[src/hdl/mdud_pkg.sv]
// constants for the divide path of the multiply/divide unit
package mdud_pkg;
  localparam int unsigned HALF_W = 16;
  localparam int unsigned WORD_W = 32;
  localparam int unsigned CTRL_W = 8;
  // control register field positions
  localparam int unsigned DIV_SEL_BIT = 7;
  localparam int unsigned DIV_START_BIT = 0;
  localparam logic [7:0] CTRL_RESET = 8'h00;
  localparam logic [15:0] HALF_RESET = 16'h0000;
  // operation length in clocks
  localparam int unsigned DIV_CLOCKS = 16;
  localparam int unsigned BITS_PER_CLK = WORD_W / DIV_CLOCKS;
  localparam int unsigned CNT_W = 5;
  localparam logic [4:0] CNT_LAST = 5'h10;
  // register select codes on the cpu write port
  localparam logic [2:0] SEL_CTRL = 3'h0;
  localparam logic [2:0] SEL_A_HIGH = 3'h1;
  localparam logic [2:0] SEL_A_LOW = 3'h2;
  localparam logic [2:0] SEL_B_HIGH = 3'h3;
  localparam logic [2:0] SEL_B_LOW = 3'h4;
  localparam logic [2:0] SEL_C_HIGH = 3'h5;
  localparam logic [2:0] SEL_C_LOW = 3'h6;
  // divider states, one-hot
  typedef enum logic [1:0] {
    MDUD_IDLE = 2'b01,
    MDUD_RUN = 2'b10
  } mdud_state_t;
endpackage : mdud_pkg

[src/hdl/mdud_step_if.sv]
// carrier between the sequencer and the restoring divide step
`timescale 1ns/1ps
`default_nettype none
interface mdud_step_if;
  logic [31:0] rem_in;
  logic [31:0] quo_in;
  logic [31:0] divisor;
  logic [31:0] rem_out;
  logic [31:0] quo_out;
  modport seq (output rem_in, output quo_in, output divisor, input rem_out, input quo_out);
  modport step (input rem_in, input quo_in, input divisor, output rem_out, output quo_out);
endinterface : mdud_step_if
`default_nettype wire

[src/hdl/mdud_div.sv]
// division path of the multiply/divide unit: registers, sequencer, results
`timescale 1ns/1ps
`default_nettype none
module mdud_div (
  // clock and reset
  input wire logic clk,
  input wire logic rst,
  // cpu register port
  input wire logic wr_en,
  input wire logic [2:0] wr_sel,
  input wire logic [15:0] wr_data,
  input wire logic [2:0] rd_sel,
  output logic [15:0] rd_data,
  // status
  output logic divide_done_irq,
  output logic busy
);
  logic [7:0] muldiv_control_r;
  logic [15:0] operand_a_high_r;
  logic [15:0] operand_a_low_r;
  logic [15:0] operand_b_high_r;
  logic [15:0] operand_b_low_r;
  logic [15:0] result_c_high_r;
  logic [15:0] result_c_low_r;
  logic [4:0] cnt_r;
  logic [4:0] cnt_nxt;
  mdud_pkg::mdud_state_t state_r;
  logic start_req;
  logic finish;
  logic [15:0] rd_nxt;
  mdud_step_if st ();

  mdud_step #(.BITS(mdud_pkg::BITS_PER_CLK)) u_step (.s(st));

  // a start is a write of the start bit with division selected in the same byte
  assign start_req = wr_en && (wr_sel == mdud_pkg::SEL_CTRL)
    && wr_data[mdud_pkg::DIV_START_BIT] && wr_data[mdud_pkg::DIV_SEL_BIT];
  assign finish = (state_r == mdud_pkg::MDUD_RUN) && (cnt_r == mdud_pkg::CNT_LAST - 5'h01);
  assign cnt_nxt = cnt_r + 5'h01;

  // step operands: dividend shifts out of A, partial remainder lives in C
  assign st.rem_in = {result_c_high_r, result_c_low_r};
  assign st.quo_in = {operand_a_high_r, operand_a_low_r};
  assign st.divisor = {operand_b_high_r, operand_b_low_r};

  // sequencer state
  always_ff @(posedge clk) begin
    if (rst) begin
      state_r <= mdud_pkg::MDUD_IDLE;
    end else begin
      unique case (state_r)
        mdud_pkg::MDUD_IDLE: begin
          if (start_req) begin
            state_r <= mdud_pkg::MDUD_RUN;
          end
        end
        mdud_pkg::MDUD_RUN: begin
          if (finish) begin
            state_r <= mdud_pkg::MDUD_IDLE;
          end
        end
        default: state_r <= mdud_pkg::MDUD_IDLE;
      endcase
    end
  end

  // clock counter for the fixed-length operation
  always_ff @(posedge clk) begin
    if (rst) begin
      cnt_r <= '0;
    end else if (state_r == mdud_pkg::MDUD_RUN) begin
      cnt_r <= cnt_nxt;
    end else begin
      cnt_r <= '0;
    end
  end

  // control register; start bit clears by hardware at the end
  always_ff @(posedge clk) begin
    if (rst) begin
      muldiv_control_r <= mdud_pkg::CTRL_RESET;
    end else if (finish) begin
      muldiv_control_r[mdud_pkg::DIV_START_BIT] <= 1'b0;
    end else if (wr_en && wr_sel == mdud_pkg::SEL_CTRL && state_r == mdud_pkg::MDUD_IDLE) begin
      muldiv_control_r <= wr_data[7:0];
      muldiv_control_r[mdud_pkg::DIV_START_BIT] <= start_req;
    end
  end

  // operand A: loaded by cpu, then becomes the quotient
  always_ff @(posedge clk) begin
    if (rst) begin
      operand_a_high_r <= mdud_pkg::HALF_RESET;
      operand_a_low_r <= mdud_pkg::HALF_RESET;
    end else if (state_r == mdud_pkg::MDUD_RUN) begin
      operand_a_high_r <= st.quo_out[31:16];
      operand_a_low_r <= st.quo_out[15:0];
    end else if (wr_en && wr_sel == mdud_pkg::SEL_A_HIGH) begin
      operand_a_high_r <= wr_data;
    end else if (wr_en && wr_sel == mdud_pkg::SEL_A_LOW) begin
      operand_a_low_r <= wr_data;
    end
  end

  // operand B: divisor, held through the operation
  always_ff @(posedge clk) begin
    if (rst) begin
      operand_b_high_r <= mdud_pkg::HALF_RESET;
      operand_b_low_r <= mdud_pkg::HALF_RESET;
    end else if (wr_en && state_r == mdud_pkg::MDUD_IDLE) begin
      if (wr_sel == mdud_pkg::SEL_B_HIGH) begin
        operand_b_high_r <= wr_data;
      end
      if (wr_sel == mdud_pkg::SEL_B_LOW) begin
        operand_b_low_r <= wr_data;
      end
    end
  end

  // result C: cleared on start, partial remainder, final remainder
  always_ff @(posedge clk) begin
    if (rst) begin
      result_c_high_r <= mdud_pkg::HALF_RESET;
      result_c_low_r <= mdud_pkg::HALF_RESET;
    end else if (state_r == mdud_pkg::MDUD_RUN) begin
      result_c_high_r <= st.rem_out[31:16];
      result_c_low_r <= st.rem_out[15:0];
    end else if (start_req) begin
      result_c_high_r <= mdud_pkg::HALF_RESET;
      result_c_low_r <= mdud_pkg::HALF_RESET;
    end else if (wr_en && wr_sel == mdud_pkg::SEL_C_HIGH) begin
      result_c_high_r <= wr_data;
    end else if (wr_en && wr_sel == mdud_pkg::SEL_C_LOW) begin
      result_c_low_r <= wr_data;
    end
  end

  // read mux; intermediate values show during operation and are not meaningful
  always_comb begin
    unique case (rd_sel)
      mdud_pkg::SEL_CTRL: rd_nxt = {8'h00, muldiv_control_r};
      mdud_pkg::SEL_A_HIGH: rd_nxt = operand_a_high_r;
      mdud_pkg::SEL_A_LOW: rd_nxt = operand_a_low_r;
      mdud_pkg::SEL_B_HIGH: rd_nxt = operand_b_high_r;
      mdud_pkg::SEL_B_LOW: rd_nxt = operand_b_low_r;
      mdud_pkg::SEL_C_HIGH: rd_nxt = result_c_high_r;
      mdud_pkg::SEL_C_LOW: rd_nxt = result_c_low_r;
      default: rd_nxt = 16'h0000;
    endcase
  end

  // registered outputs
  always_ff @(posedge clk) begin
    if (rst) begin
      rd_data <= 16'h0000;
      divide_done_irq <= 1'b0;
      busy <= 1'b0;
    end else begin
      rd_data <= rd_nxt;
      divide_done_irq <= finish;
      busy <= (state_r == mdud_pkg::MDUD_RUN) && !finish;
    end
  end

  // checks
  logic [31:0] dvd_q;
  logic [31:0] dvs_q;
  always_ff @(posedge clk) begin
    if (start_req && state_r == mdud_pkg::MDUD_IDLE) begin
      dvd_q <= {operand_a_high_r, operand_a_low_r};
      dvs_q <= {operand_b_high_r, operand_b_low_r};
    end
  end

  // running-cycle tally for the length checks, cleared whenever the unit is idle
  logic [4:0] run_cyc_r;
  always_ff @(posedge clk) begin
    if (rst || state_r != mdud_pkg::MDUD_RUN) begin
      run_cyc_r <= 5'h00;
    end else begin
      run_cyc_r <= run_cyc_r + 5'h01;
    end
  end

  start_run_a: assert property (@(posedge clk) disable iff (rst)
    (start_req && state_r == mdud_pkg::MDUD_IDLE) |=> state_r == mdud_pkg::MDUD_RUN)
    else $error("start did not begin division");
  run_len_a: assert property (@(posedge clk) disable iff (rst)
    (state_r == mdud_pkg::MDUD_RUN && run_cyc_r != mdud_pkg::CNT_LAST - 5'h01)
    |=> state_r == mdud_pkg::MDUD_RUN)
    else $error("division ended before 16 clocks");
  run_end_a: assert property (@(posedge clk) disable iff (rst)
    (state_r == mdud_pkg::MDUD_RUN && run_cyc_r == mdud_pkg::CNT_LAST - 5'h01)
    |=> state_r == mdud_pkg::MDUD_IDLE)
    else $error("division ran past 16 clocks");
  done_clear_a: assert property (@(posedge clk) disable iff (rst)
    divide_done_irq |-> !muldiv_control_r[mdud_pkg::DIV_START_BIT] && $fell(busy))
    else $error("interrupt not aligned with start bit clear");
  start_bit_a: assert property (@(posedge clk) disable iff (rst)
    (state_r == mdud_pkg::MDUD_RUN) |-> muldiv_control_r[mdud_pkg::DIV_START_BIT])
    else $error("start bit dropped during operation");
  irq_pulse_a: assert property (@(posedge clk) disable iff (rst)
    divide_done_irq |=> !divide_done_irq)
    else $error("interrupt wider than one cycle");
  quotient_a: assert property (@(posedge clk) disable iff (rst)
    (divide_done_irq && dvs_q != 32'h00000000)
    |-> {operand_a_high_r, operand_a_low_r} == dvd_q / dvs_q)
    else $error("quotient wrong");
  remainder_a: assert property (@(posedge clk) disable iff (rst)
    (divide_done_irq && dvs_q != 32'h00000000)
    |-> {result_c_high_r, result_c_low_r} == dvd_q % dvs_q)
    else $error("remainder wrong");
  divisor_hold_a: assert property (@(posedge clk) disable iff (rst)
    (state_r == mdud_pkg::MDUD_RUN) |-> {operand_b_high_r, operand_b_low_r} == dvs_q)
    else $error("divisor changed during operation");
  mode_sel_a: assert property (@(posedge clk) disable iff (rst)
    (state_r == mdud_pkg::MDUD_RUN) |-> muldiv_control_r[mdud_pkg::DIV_SEL_BIT])
    else $error("running without division mode");
  start_c: cover property (@(posedge clk) disable iff (rst) start_req);
  done_c: cover property (@(posedge clk) disable iff (rst) divide_done_irq);
  zero_div_c: cover property (@(posedge clk) disable iff (rst)
    divide_done_irq && dvs_q == 32'h00000000);
endmodule : mdud_div
`default_nettype wire

[src/hdl/mdud_step.sv]
// combinational restoring divide step, several quotient bits per clock
`timescale 1ns/1ps
`default_nettype none
module mdud_step #(
  parameter int unsigned BITS = mdud_pkg::BITS_PER_CLK
) (
  mdud_step_if.step s
);
  logic [31:0] r [0:BITS];
  logic [31:0] q [0:BITS];
  assign r[0] = s.rem_in;
  assign q[0] = s.quo_in;
  // unsigned shift-subtract, one stage per quotient bit
  genvar i;
  generate
    for (i = 0; i < BITS; i++) begin : g_bit
      logic [32:0] trial;
      logic [32:0] diff;
      assign trial = {r[i], q[i][31]};
      assign diff = trial - {1'b0, s.divisor};
      assign r[i+1] = diff[32] ? trial[31:0] : diff[31:0];
      assign q[i+1] = {q[i][30:0], ~diff[32]};
    end
  endgenerate
  assign s.rem_out = r[BITS];
  assign s.quo_out = q[BITS];
endmodule : mdud_step
`default_nettype wire

[config.mk]
export PLATFORM = sky130hd
export DESIGN_NAME = mdud_div
export DESIGN_NICKNAME = d
export VERILOG_FILES = /design/src/hdl/mdud_pkg.sv /design/src/hdl/mdud_step_if.sv /design/src/hdl/mdud_div.sv /design/src/hdl/mdud_step.sv
export SDC_FILE = /design/constraint.sdc
export NUM_CORES = 1
export LEC_CHECK = 0
export ABC_AREA = 0
export ABC_CLOCK_PERIOD_IN_PS = 5900
export BUFFER_PORTS_ARGS = -buffer_cell sky130_fd_sc_hd__buf_2
export CAP_MARGIN = 20
export CORE_MARGIN = 4
export CORE_UTILIZATION = 40
export CTS_BUF_LIST = sky130_fd_sc_hd__clkbuf_8
export CTS_CLUSTER_DIAMETER = 150
export DETAILED_ROUTE_END_ITERATION = 10
export GPL_TIMING_DRIVEN = 0
export SYNTH_ARGS = -nofsm -noshare
export SYNTH_HDL_FRONTEND = slang
export SYNTH_SLANG_ARGS = --single-unit
[constraint.sdc]
create_clock -name clk -period 5.9 [get_ports clk]
set_input_delay 0 -clock clk [delete_from_list [all_inputs] [get_ports clk]]
set_output_delay 0 -clock clk [all_outputs]
set_load 0.02 [all_outputs]
# Word level (Yosys, flattened, before mapping)
# Cells that the tools add are included.
[totals] register_bits=129 latch_bits=0 ramBits=0 mem_bits_ro=0 inputBits=25 out_inout_bits=18 elab_cells=83 memories=0
[op_classes] n_addsub=3 n_mul=0 div=0 magnitude_cmp=0 n_eq_ne=19 n_shift=0 n_mux=18 bitwise=4 reduce_logical=26
[op_table] operator="16-bit two-way mux" count=12
[op_table] operator="16-bit one-hot mux with 7 select lines" count=1
[op_table] operator="33-bit by 32-bit subtractor with 33-bit output" count=2
[op_table] operator="32-bit two-way mux" count=2
[op_table] operator="3-bit == test, second input constant" count=6
[op_table] operator="3-bit by 2-bit == test with 1-bit output, second input constant" count=4
[op_table] operator="2-bit AND reduction" count=6
[op_table] operator="1-bit logical AND" count=11
[op_table] operator="3-bit by 1-bit == test with 1-bit output, second input constant" count=2
[op_table] operator="3-bit zero test" count=2
[op_table] operator="2-bit != test, second input constant" count=3
[op_table] operator="3-bit nonzero test" count=2
[op_table] operator="5-bit by 1-bit adder with 5-bit output, second input constant" count=1
[op_table] operator="5-bit by 4-bit == test with 1-bit output, second input constant" count=1
[op_table] operator="2-bit two-way mux" count=2
[op_table] operator="1-bit inverter" count=4
[op_table] operator="2-bit one-hot mux with 2 select lines" count=1
[op_table] operator="2-bit nonzero test" count=2
[op_table] operator="2-bit OR reduction" count=2
[op_table] operator="3-bit != test, second input constant" count=1
[op_table] operator="2-bit by 1-bit == test with 1-bit output, second input constant" count=1
[op_table] operator="2-bit == test, second input constant" count=1
[op_table] operator="1-bit zero test" count=1

# Longest topological paths before layout
# Gate-level depths: netlist (run 1).
[logic_depth] ltp_word=6 ltp_mapped=28 ltp_nobuf=24

# By module
# A second synthesis (run 1) with hierarchy kept.
[unflattened] cells_unflattened=1190 area_unflattened_um2=10038.4
[by_module_without_submodules] mod="mdud_div" n_inst=1 cells_each=608 area_each_um2=5765.5 seq_area_each_um2=2582.5
[by_module_without_submodules] mod="mdud_step" n_inst=1 cells_each=582 area_each_um2=4272.8 seq_area_each_um2=0.0

# Least setup slack after synthesis (run 1)
# OpenSTA, ideal clock, no wires.
[synth_timing] path_type="reg-to-reg" start="register operand_a_high_r[15]" end="register result_c_high_r[5]" setup_time_ns=0.091 arrival_ns=5.555 required_time_ns=5.809 setup_slack_ns=0.254 stages_incl_launch_ff=27 n_path_buf=3 synth_period_minus_slack_ns=5.646 path_cell_list="dfxtp_1 -> inv_1 -> ha_1 -> inv_1 -> fa_1 -> a211oi_2 -> o21ai_1 -> a211oi_2 -> nor4_4 -> o2bb2ai_4 -> xor2_4 -> clkbuf_8 -> clkbuf_1 -> nand2_1 -> o21ai_0 -> ha_1 -> and2_1 -> a221o_1 -> a21boi_0 -> o211a_1 -> o41ai_2 -> a31oi_1 -> a21oi_2 -> a221oi_4 -> buf_6 -> mux2_2 -> a311oi_1"
[synth_via] elab_chain_cells=5
[synth_lines] item="start, declared" line="mdud_div.sv:19" text="logic [15:0] operand_a_high_r;"
[synth_lines] item="start signal, assigned" line="mdud_div.sv:93" text="operand_a_high_r <= mdud_pkg::HALF_RESET;"
[synth_lines] item="start signal, assigned" line="mdud_div.sv:96" text="operand_a_high_r <= st.quo_out[31:16];"
[synth_lines] item="start signal, assigned" line="mdud_div.sv:99" text="operand_a_high_r <= wr_data;"
[synth_lines] item="33-bit by 32-bit subtractor with 33-bit output" line="mdud_step.sv:20" text="assign diff = trial - {1'b0, s.divisor};"
[synth_lines] item="32-bit two-way mux *" line="mdud_step.sv:21" text="assign r[i+1] = diff[32] ? trial[31:0] : diff[31:0];"
[synth_lines] item="33-bit by 32-bit subtractor with 33-bit output" line="mdud_step.sv:20"
[synth_lines] item="32-bit two-way mux *" line="mdud_step.sv:21"
[synth_lines] item="16-bit two-way mux *" line="mdud_div.sv:125" text="end else if (state_r == mdud_pkg::MDUD_RUN) begin"
[synth_lines] item="end signal, assigned" line="mdud_div.sv:123" text="result_c_high_r <= mdud_pkg::HALF_RESET;"
[synth_lines] item="end signal, assigned" line="mdud_div.sv:126" text="result_c_high_r <= st.rem_out[31:16];"
[synth_lines] item="end signal, assigned" line="mdud_div.sv:129" text="result_c_high_r <= mdud_pkg::HALF_RESET;"
[synth_lines] item="end, declared" line="mdud_div.sv:23" text="logic [15:0] result_c_high_r;"
# Every way passes the cells marked *; elsewhere a longest branch is shown, timed or not.
# A chain may end at the register's enable or synchronous reset.

# Worst setup path after layout (run 1)
[layout_timing] start="register operand_b_high_r[3]" end="register result_c_low_r[15]"
[layout_via] elab_chain_cells=5
[layout_lines] item="start, declared" line="mdud_div.sv:21" text="logic [15:0] operand_b_high_r;"
[layout_lines] item="start signal, assigned" line="mdud_div.sv:108" text="operand_b_high_r <= mdud_pkg::HALF_RESET;"
[layout_lines] item="start signal, assigned" line="mdud_div.sv:112" text="operand_b_high_r <= wr_data;"
[layout_lines] item="33-bit by 32-bit subtractor with 33-bit output" line="mdud_step.sv:20"
[layout_lines] item="32-bit two-way mux" line="mdud_step.sv:21"
[layout_lines] item="33-bit by 32-bit subtractor with 33-bit output" line="mdud_step.sv:20"
[layout_lines] item="32-bit two-way mux *" line="mdud_step.sv:21"
[layout_lines] item="16-bit two-way mux *" line="mdud_div.sv:125"
[layout_lines] item="end signal, assigned" line="mdud_div.sv:124" text="result_c_low_r <= mdud_pkg::HALF_RESET;"
[layout_lines] item="end signal, assigned" line="mdud_div.sv:127" text="result_c_low_r <= st.rem_out[15:0];"
[layout_lines] item="end signal, assigned" line="mdud_div.sv:130" text="result_c_low_r <= mdud_pkg::HALF_RESET;"
[layout_lines] item="end, declared" line="mdud_div.sv:24" text="logic [15:0] result_c_low_r;"
# Marks and branches as above.

==> summary.txt, run 1 <==
Route
  • Vias per inst: 6.165
  • Vias: 10780
  • Antenna-violating nets left: 0
  • First drt pass iteration count: 6
  • Routed WL: 42460 µm
  • WL/cell: 24.27 µm
  • Residual DRC: 0
  • 1st-iter DRT viols: 1378

Worst hold path
  • Hold wc startpoint: wr_data[0]
  • Worst Hold Class: in2reg
  • Hold path depth: 3
  • Worst hold endpoint: operand_b_low_r[0]

Power and ir drop
  • Clk pwr share: 0.148
  • LEAKAGE: 5.154 nW
  • Combinational share of power: 0.671
  • Reg power frac: 0.181
  • Pint: 0.002736 W
  • NetSw: 0.002372 W
  • Total power: 0.005108 W
  • Peak supply drop: 242.5 µV
  • Power Density: 411.3 nW/µm²
  • Net Sw Frac: 0.4643

Yosys
  • Mean Syn Cell Area: 8.083 µm²
  • Syn Nets: 1385
  • Gate Count Post-Synth: 1292
  • Top_reg_cell synth: dfxtp_1
  • Post-synth cell types: 92
  • #FFs+latches synth: 129
  • Post-synth EDFFs: 0
  • Synth warn: 0
  • Synthesized area: 10440 µm²
  • Sequential fraction of the synthesis area: 0.2473
  • Ys async rst share: 0

CTS
  • Clock Sinks: 129
  • Reg clk slew, reported paths: 80 ps
  • H-tree levels: 4
  • CTS Root Cell: clkbuf_8
  • CTS tree: done
  • Clk buf depth: 2
  • Num CTS Buffers: 17
  • Clk_lat worst skew: 460 ps

GRT
  • Largest net degree at the start of global routing: 17
  • Initial antenna violation count: 0
  • Gr ovfl total: 0
  • Vias in the first global route: 10210
  • First-pass GRT wire length: 62730 µm
  • GRT Resource Usage Total: 0.2881

Die
  • Die width: 169.6 µm
  • Die Area: 28760 µm²
  • Initial Util: 0.4112
  • Ports: 43
  • Number of cell rows: 58
  • Die height: 169.6 µm
  • Core area: 25400 µm²

Timing
  • Slew HR: 0.4027
  • Tmin final: 6105 ps
  • Final setup viols: 33
  • Setup TNS: -4118 ps
  • Fmax: 163.8 MHz
  • Worst Slack Setup Final: -205.1 ps
  • Worst Tran Pin Value: 896.0 ps
  • Period Utilization, post-route: 1.035
  • Final Skew: 15.46 ps
  • Final hold viol count: 0
  • Pins Over Slew Limit: 0
  • RSZ-0062 raised after global routing: true

Worst setup path
  • Buffers & Inverters on Critical Path: 6
  • Worst R2R Start: operand_b_high_r[3]
  • Crit path max-delay family: compound AO/OA/AOI/OAI gates
  • CP Capture Type: register
  • CP Class: reg2reg
  • CP Max Fanout: 10
  • CP startpoint kind: register
  • Critical Path AT: 6480 ps
  • Crit. Startpoint: operand_b_high_r[3]
  • Max incr delay on CP: 420 ps
  • FF-to-FF End: result_c_low_r[15]
  • R2R cell count: 26
  • Data required, critical path: 6280 ps
  • Worst R2R Setup Slack: -210 ps
  • Most used cell along the critical path: nand2_2
  • CP max-delay cell: a221oi_4

Place
  • Post-Place Worst Slack: -2030 ps
  • Placed Cells: 1660
  • Gpl congestion: 0.9806
  • Port bufs: 37
  • Hpwl dp: 31970 µm

Layout
  • Area of the multi-input gates: 7532 µm²
  • Final net count: 1500
  • Final std cells w/o fill: 1749
  • Fillers: 2522
  • # diodes: 0
  • Most common cell after layout, fill and taps aside: nor2_1
  • Share of cells above drive strength 1: 0.1952
  • Most frequent cells in the layout: nor2_1, dfxtp_1, nand2_1, mux2i_1
  • Area grow syn2layout: 18.89%
  • Storage cell area: 2589 µm²

Status
  • Violated checks: setup timing
  • Status: complete, but fails checks

Job
  • MaxCap Viol Count: 0
timing repair:
| item | in CTS | in global routing |
|---|---|---|
| resized for setup | 55 | 61 |
| buffers inserted | 34 | 12 |
| gates cloned | 1 | 0 |
| endpoints found under the hold margin | 70 | 0 |
| pin swaps | 15 | 24 |
| hold buffers | 15 | 0 |
| setup endpoints to repair | 33 | 33 |
synth_stat cells, types with 5 or more instances:
cell type,instances,share of area
or3_2,14,0.010
a311oi_2,6,0.0086
nand3_1,47,0.023
ha_1,66,0.079
mux2_2,9,0.0097
mux2i_1,88,0.084
nor3_1,18,0.0086
a311oi_1,9,0.0075
inv_1,45,0.016
o31ai_1,5,0.0036
a21o_1,22,0.016
and3_1,14,0.0084
a221oi_1,10,0.0084
xnor2_1,29,0.024
a22oi_1,5,0.0036
o21bai_1,8,0.0058
dfxtp_1,129,0.25
a41oi_1,17,0.014
nand2b_1,10,0.0060
nor2b_1,17,0.010
clkbuf_1,43,0.015
clkbuf_8,10,0.013
nor2_1,160,0.058
nand2_1,118,0.042
buf_1,9,0.0032
a21oi_1,80,0.038
o21ai_0,86,0.041
a31oi_1,14,0.0084
or3_1,7,0.0042
a211oi_1,49,0.035
xor2_1,26,0.022
and2_1,7,0.0042
power groups by stage:
stage	combinational, W	sequential, W	clock [W]
final	0.00343	0.000925	0.000754
after global routing	0.00364	0.000925	0.000796
after CTS	0.00313	0.000923	0.000757
after detailed placement	0.00270	0.000943	0
after global placement	0.00272	0.000942	0
after floorplan	0.00197	0.000933	0
kinds of logic (layout without fill, tap and decap cells):
| kind of cell | Yosys count | count (layout) | share of synthesized area |
|---|---|---|---|
| AOI/OAI and AO/OA | 372 | 372 | 0.2515 |
| xor gates and xnor gates | 57 | 57 | 0.05032 |
| adders and majority gates | 68 | 68 | 0.08290 |
| buffers and inverters | 124 | 251 | 0.06864 |
| DFF | 129 | 129 | 0.2473 |
| muxes | 101 | 101 | 0.1027 |
| and+or+nand+nor | 441 | 441 | 0.1967 |
registers in the layout, indices dropped and copies added, names as in the netlist:
register,cells
busy,1
rd_data,16
cnt_r,5
result_c_high_r,16
operand_a_high_r,16
divide_done_irq,1
operand_a_low_r,16
state_r,2
operand_b_low_r,16
operand_b_high_r,16
result_c_low_r,16
muldiv_control_r,8
through the flow:
stage / cell area (µm²) / hold slack (ps) / util
after floorplan: 10440 / 143.9 / -
after global placement: 11040 / 356.6 / 0.4347
after detailed placement: 11050 / 352.0 / 0.4350
after CTS: 12090 / 42.76 / 0.4760
after global routing: 12420 / 87.78 / 0.4889
final: 12420 / 60.20 / 0.4889
metal layers:
metal | vias up | wire length [µm] | part of all wire | GRT usage
met1 | 5105 | 17630 | 0.42 | 0.3804
met5 | - | 0 | 0 | 0
met3 | 126 | 4265 | 0.10 | 0.07640
met4 | 0 | 2120 | 0.050 | 0.1341
met2 | 597 | 18440 | 0.43 | 0.4392
li1 | 4954 | - | - | -
worst reg2reg max path, delay by kind of cell, from the launching register on:
| kind | cells | cell delay, ps |
|---|---|---|
| compound gates | 11 | 2770 |
| simple gates | 6 | 760 |
| xor+xnor | 1 | 300 |
| fa+ha+maj | 2 | 610 |
| flops | 1 | 400 |
| buf+inv | 6 | 1190 |
worst max-delay path by stage:
| stage | endpoint | slack [ps] | depth (start not counted) |
|---|---|---|---|
| final | result_c_low_r[15] | -210 | 26 |
| after global routing | result_c_high_r[15] | -370 | 30 |
| after CTS | result_c_high_r[5] | -230 | 29 |
| after detailed placement | result_c_high_r[5] | -2030 | 24 |
| after global placement | result_c_high_r[5] | -2120 | 24 |
| after floorplan | result_c_high_r[5] | 250 | 26 |
layout make-up:
| cell class | count | share of cell area |
|---|---|---|
| multi-input combinational | 1039 | 0.6066 |
| sequential | 129 | 0.2085 |
| timing repair buffer | 99 | 0.05996 |
| buffer | 76 | 0.04736 |
| tap | 330 | 0.03325 |
| clock buffer | 19 | 0.02106 |
| inverter | 45 | 0.01380 |
| clock inverter | 12 | 0.009472 |
Note: power is estimated with default switching activity, not from simulation.
==> inputs of run 2 (changes only) <==
--- a/config.mk
+++ b/config.mk
@@ -18,3 +18,4 @@
 export SYNTH_ARGS = -nofsm -noshare
 export SYNTH_HDL_FRONTEND = slang
 export SYNTH_SLANG_ARGS = --single-unit
+export TNS_END_PERCENT = 20
==> summary.txt, run 2 (synthesis gave the netlist of run 1 again) <==
Status
  • Status: complete, but fails checks
  • Violated checks: setup timing

Place
  • Hpwl dp: 31970 µm
  • Post-DP Area: 11050 µm²
  • Post-Place Worst Slack: -2030 ps
  • Placed Cells: 1660
  • Port bufs: 37
  • Gpl congestion: 0.9806

Worst setup path
  • Data required, critical path: 6280 ps
  • Worst setup path end: result_c_low_r[15]
  • Worst R2R Start: operand_b_high_r[3]
  • CP startpoint kind: register
  • Most used cell along the critical path: buf_8
  • CP Class: reg2reg
  • Max incr delay on CP: 420 ps
  • CP Max Fanout: 10
  • Worst R2R Setup Slack: -210 ps
  • Critical Path AT: 6490 ps
  • CP max-delay cell: a221oi_4
  • FF-to-FF End: result_c_low_r[15]
  • CP Capture Type: register
  • R2R cell count: 27
  • Crit. Startpoint: operand_b_high_r[3]

CTS
  • Reg clk slew, reported paths: 80 ps
  • Num CTS Buffers: 17
  • Clock Sinks: 129
  • CTS Root Cell: clkbuf_8
  • Clk_lat worst skew: 460 ps
  • H-tree levels: 4
  • Clk buf depth: 2
  • CTS tree: done

Timing
  • Worst Slack Setup Final: -209.9 ps
  • Period Utilization, post-route: 1.036
  • Final hold viol count: 0
  • Setup TNS: -4505 ps
  • Final Skew: 16.19 ps
  • Tmin final: 6110 ps
  • Pins Over Slew Limit: 0
  • Slew HR: 0.3996
  • RSZ-0062 raised after global routing: true
  • WHS: 66.71 ps
  • Fmax: 163.7 MHz
  • Worst Tran Pin Value: 900.5 ps
  • Final setup viols: 33

Layout
  • Most frequent cells in the layout: nor2_1, dfxtp_1, nand2_1, mux2i_1
  • Share of cells above drive strength 1: 0.1934
  • Fin area: 12390 µm²
  • Final std cells w/o fill: 1747
  • Area grow syn2layout: 18.65%
  • # diodes: 0
  • Most common cell after layout, fill and taps aside: nor2_1
  • Final net count: 1498

Route
  • WL/cell: 24.27 µm
  • Vias: 10750
  • Residual DRC: 0
  • Routed WL: 42400 µm
  • DR top layer: met4
  • Met3 WL: 4031 µm
  • Vias per inst: 6.155
  • Met2 WL: 18400 µm
  • First drt pass iteration count: 6
  • 1st-iter DRT viols: 1269
  • Antenna-violating nets left: 0
  • WL met1: 17840 µm

Die
  • Core area: 25400 µm²
  • Die height: 169.6 µm
  • Number of cell rows: 58
  • Die width: 169.6 µm
  • Ports: 43
  • Initial Util: 0.4112
  • Die Area: 28760 µm²

Power and ir drop
  • Clk pwr share: 0.149
  • NetSw: 0.002376 W
  • Power Density: 412.1 nW/µm²
  • Combinational share of power: 0.670
  • LEAKAGE: 5.138 nW
  • Peak supply drop: 244.1 µV
  • Reg power frac: 0.181
  • Pint: 0.002731 W
  • Net Sw Frac: 0.4653

GRT
  • Initial antenna violation count: 0
  • GRT Resource Usage Total: 0.2880
  • Gr ovfl total: 0
  • First-pass GRT wire length: 62660 µm
  • Largest net degree at the start of global routing: 17
  • Vias in the first global route: 10220

Worst hold path
  • Worst Hold Class: in2reg
  • Hold wc startpoint: wr_data[0]

Job
  • MaxCap Viol Count: 0
-- run 2: timing repair --
action	CTS	global route
gates resized for setup	55	60
hold buffers	15	0
buffers inserted	34	10
gates cloned	1	0
endpoints found under the setup margin	33	33
hold endpoints to repair	70	0
pin swaps	15	23
-- run 2: cell type report --
| class | count | area [µm²] |
|---|---|---|
| inverter | 45 | 171.4 |
| timing repair buffer | 97 | 729.5 |
| tap | 330 | 412.9 |
| clock inverter | 12 | 117.6 |
| multi-input combinational | 1039 | 7522 |
| fill | 2523 | 13010 |
| sequential | 129 | 2589 |
| buffer | 76 | 588.1 |
| clock buffer | 19 | 261.5 |
-- run 2: how the worst min path moves through the flow --
stage                     endpoint  slack (ps)  cells after the start
6_report        operand_b_low_r[0]          70                      3
3_5_place_dp   result_c_high_r[10]         350                      3
5_1_grt        operand_b_high_r[0]          90                      3
3_3_place_gp   result_c_high_r[10]         360                      3
4_1_cts         operand_b_low_r[0]          40                      3
2_1_floorplan  muldiv_control_r[1]         140                      2
-- run 2: power groups by stage --
stage / clock (W) / combinational [W] / sequential [W]
2_1_floorplan: 0 / 0.00197 / 0.000933
3_3_place_gp: 0 / 0.00272 / 0.000942
3_5_place_dp: 0 / 0.00270 / 0.000943
4_1_cts: 0.000757 / 0.00313 / 0.000923
5_1_grt: 0.000796 / 0.00363 / 0.000925
6_report: 0.000761 / 0.00342 / 0.000925
-- run 2: metrics by stage --
stage / util / power [W]
after floorplan: - / 0.002907
after global placement: 0.4347 / 0.003663
after global routing: 0.4879 / 0.005352
final: 0.4879 / 0.005107
after detailed placement: 0.4350 / 0.003648
after CTS: 0.4760 / 0.004813
-- run 2: metal layers --
| layer | vias to the layer above | GRT usage |
|---|---|---|
| met5 | - | 0 |
| met4 | 0 | 0.1355 |
| met3 | 131 | 0.07640 |
| met2 | 539 | 0.4385 |
| met1 | 5133 | 0.3800 |
| li1 | 4949 | - |
-- run 2: critical path, delay by kind of cell (launching register included) --
kind                     cells  cell delay, ps
flip-flops                   1             400
AND/OR/NAND/NOR              3             280
XOR/XNOR                     1             300
AO/OA/AOI/OAI               14            3090
adder cells (fa/ha/maj)      2             680
buffers and inverters        7            1260
==> inputs of run 3 (changes only) <==
--- a/config.mk
+++ b/config.mk
@@ -15,6 +15,7 @@
 export CTS_CLUSTER_DIAMETER = 150
 export DETAILED_ROUTE_END_ITERATION = 10
 export GPL_TIMING_DRIVEN = 0
+export REMOVE_ABC_BUFFERS = 1
 export SYNTH_ARGS = -nofsm -noshare
 export SYNTH_HDL_FRONTEND = slang
 export SYNTH_SLANG_ARGS = --single-unit
==> summary.txt, run 3 (synthesis gave the netlist of run 1 again) <==
Place
  • Port bufs: 42
  • Post-Place Worst Slack: -2020 ps
  • Gpl congestion: 0.9435
  • Hpwl dp: 26570 µm
  • Post-DP Area: 10700 µm²

Route
  • Vias: 10260
  • First drt pass iteration count: 6
  • Antenna-violating nets left: 0
  • Vias per inst: 6.096
  • WL/cell: 22.06 µm
  • Routed WL: 37120 µm
  • 1st-iter DRT viols: 1016
  • Residual DRC: 0

CTS
  • H-tree levels: 4
  • CTS Root Cell: clkbuf_8
  • Reg clk slew, reported paths: 80 ps
  • Clock Sinks: 129
  • Num CTS Buffers: 17
  • Clk_lat worst skew: 460 ps
  • CTS tree: done
  • Clk buf depth: 2

Layout
  • Final net count: 1433
  • Share of cells above drive strength 1: 0.2003
  • Final core utilization: 0.4842
  • Most frequent cells in the layout: nor2_1, dfxtp_1, nand2_1, mux2i_1, a21oi_1
  • Area grow syn2layout: 17.75%
  • # diodes: 0
  • Most common cell after layout, fill and taps aside: nor2_1
  • Fin area: 12300 µm²

Worst setup path
  • Data required, critical path: 6270 ps
  • CP Class: reg2reg
  • Worst setup path end: result_c_high_r[5]
  • FF-to-FF End: result_c_high_r[5]
  • Critical Path AT: 6220 ps
  • Crit. Startpoint: operand_a_high_r[15]
  • Worst R2R Setup Slack: 50 ps
  • CP Capture Type: register
  • Worst R2R Start: operand_a_high_r[15]
  • CP Max Fanout: 5
  • R2R cell count: 26
  • CP startpoint kind: register

Die
  • Number of cell rows: 58
  • Initial Util: 0.4112
  • Die height: 169.6 µm
  • Die width: 169.6 µm
  • Core area: 25400 µm²
  • Ports: 43
  • Die Area: 28760 µm²

GRT
  • Largest net degree at the start of global routing: 91
  • Initial antenna violation count: 0
  • Vias in the first global route: 9669
  • GRT Resource Usage Total: 0.2523
  • Gr ovfl total: 0
  • First-pass GRT wire length: 57010 µm

Timing
  • Final setup viols: 0
  • RSZ-0062 raised after global routing: true
  • Tmin final: 5851 ps
  • Pins Over Slew Limit: 0
  • Worst Slack Setup Final: 49.00 ps
  • Slew HR: 0.2231
  • Period Utilization, post-route: 0.9917
  • WHS: 66.96 ps
  • Final Skew: 13.58 ps
  • Final hold viol count: 0
  • Setup TNS: 0 ps
  • Fmax: 170.9 MHz
  • Worst Tran Pin Value: 1162 ps

Job
  • MaxCap Viol Count: 0

Power and ir drop
  • Power Density: 418.4 nW/µm²
  • Peak supply drop: 215.8 µV
  • LEAKAGE: 5.043 nW

Status
  • Status: finished, final reports clean

Worst hold path
  • Worst Hold Class: in2reg
[run 3: worst min-delay path by stage]
| stage | slack, ps | start | to | cells past startpoint |
|---|---|---|---|---|
| after floorplan | 70 | rst | result_c_high_r[12] | 1 |
| after global placement | 360 | wr_data[14] | operand_b_low_r[14] | 3 |
| after detailed placement | 370 | wr_data[3] | operand_b_high_r[3] | 3 |
| after CTS | 60 | wr_sel[2] | operand_a_low_r[15] | 4 |
| after global routing | 130 | wr_sel[0] | operand_a_low_r[15] | 4 |
| final | 70 | wr_sel[2] | operand_a_low_r[15] | 4 |
[run 3: report_power, final]
| group | internal (W) | total [W] | switching, W | leakage [nW] |
|---|---|---|---|---|
| sequential | 0.000894 | 0.000922 | 0.0000281 | 1.05 |
| combinational | 0.00152 | 0.00335 | 0.00183 | 3.77 |
| clock | 0.000467 | 0.000873 | 0.000405 | 0.224 |
[run 3: metrics by stage]
| step | std cells | power [W] |
|---|---|---|
| after floorplan | 1213 | 0.002689 |
| after global placement | 1585 | 0.003286 |
| after detailed placement | 1595 | 0.003382 |
| after CTS | 1677 | 0.004868 |
| after global routing | 1683 | 0.005400 |
| final | 1683 | 0.005146 |
[run 3: routing by layer]
metal	track usage	up-vias	share of wire
li1	-	4837	-
met1	0.3477	4936	0.43
met2	0.3951	417	0.45
met3	0.05637	69	0.085
met4	0.07560	0	0.034
met5	0	-	0
[run 3: repair_timing]
action | 4_1_cts | 5_1_grt
pin swaps | 18 | 15
buffers inserted | 29 | 7
gates resized for setup | 71 | 56
gates cloned | 4 | 0
hold buffers | 17 | 0
setup endpoints to repair | 33 | 33
hold endpoints to repair | 75 | 0
[run 3: critical path: stages, from the launching register on]
cell	delay, ps
dfxtp_4	370
inv_4	70
ha_4	130
inv_1	50
fa_2	370
a211oi_4	240
o21ai_2	110
a211oi_4	210
buf_6	150
nor4_4	40
buf_4	160
o2bb2ai_4	240
buf_12	140
xnor2_4	140
mux2_2	410
ha_2	390
nand3_2	180
nor3_4	260
nand2_1	130
o41ai_4	340
buf_6	190
a31oi_4	110
o211a_1	180
a221oi_4	420
buf_6	180
mux2_4	300
a311oi_2	250
[run 3: layout make-up]
| type | instances | area (µm²) |
|---|---|---|
| clock buffer | 17 | 234.0 |
| clock inverter | 15 | 209.0 |
| fill | 2526 | 13100 |
| inverter | 45 | 171.4 |
| multi-input combinational | 1040 | 7720 |
| sequential | 129 | 2590 |
| tap | 330 | 412.9 |
| timing repair buffer | 107 | 960.9 |
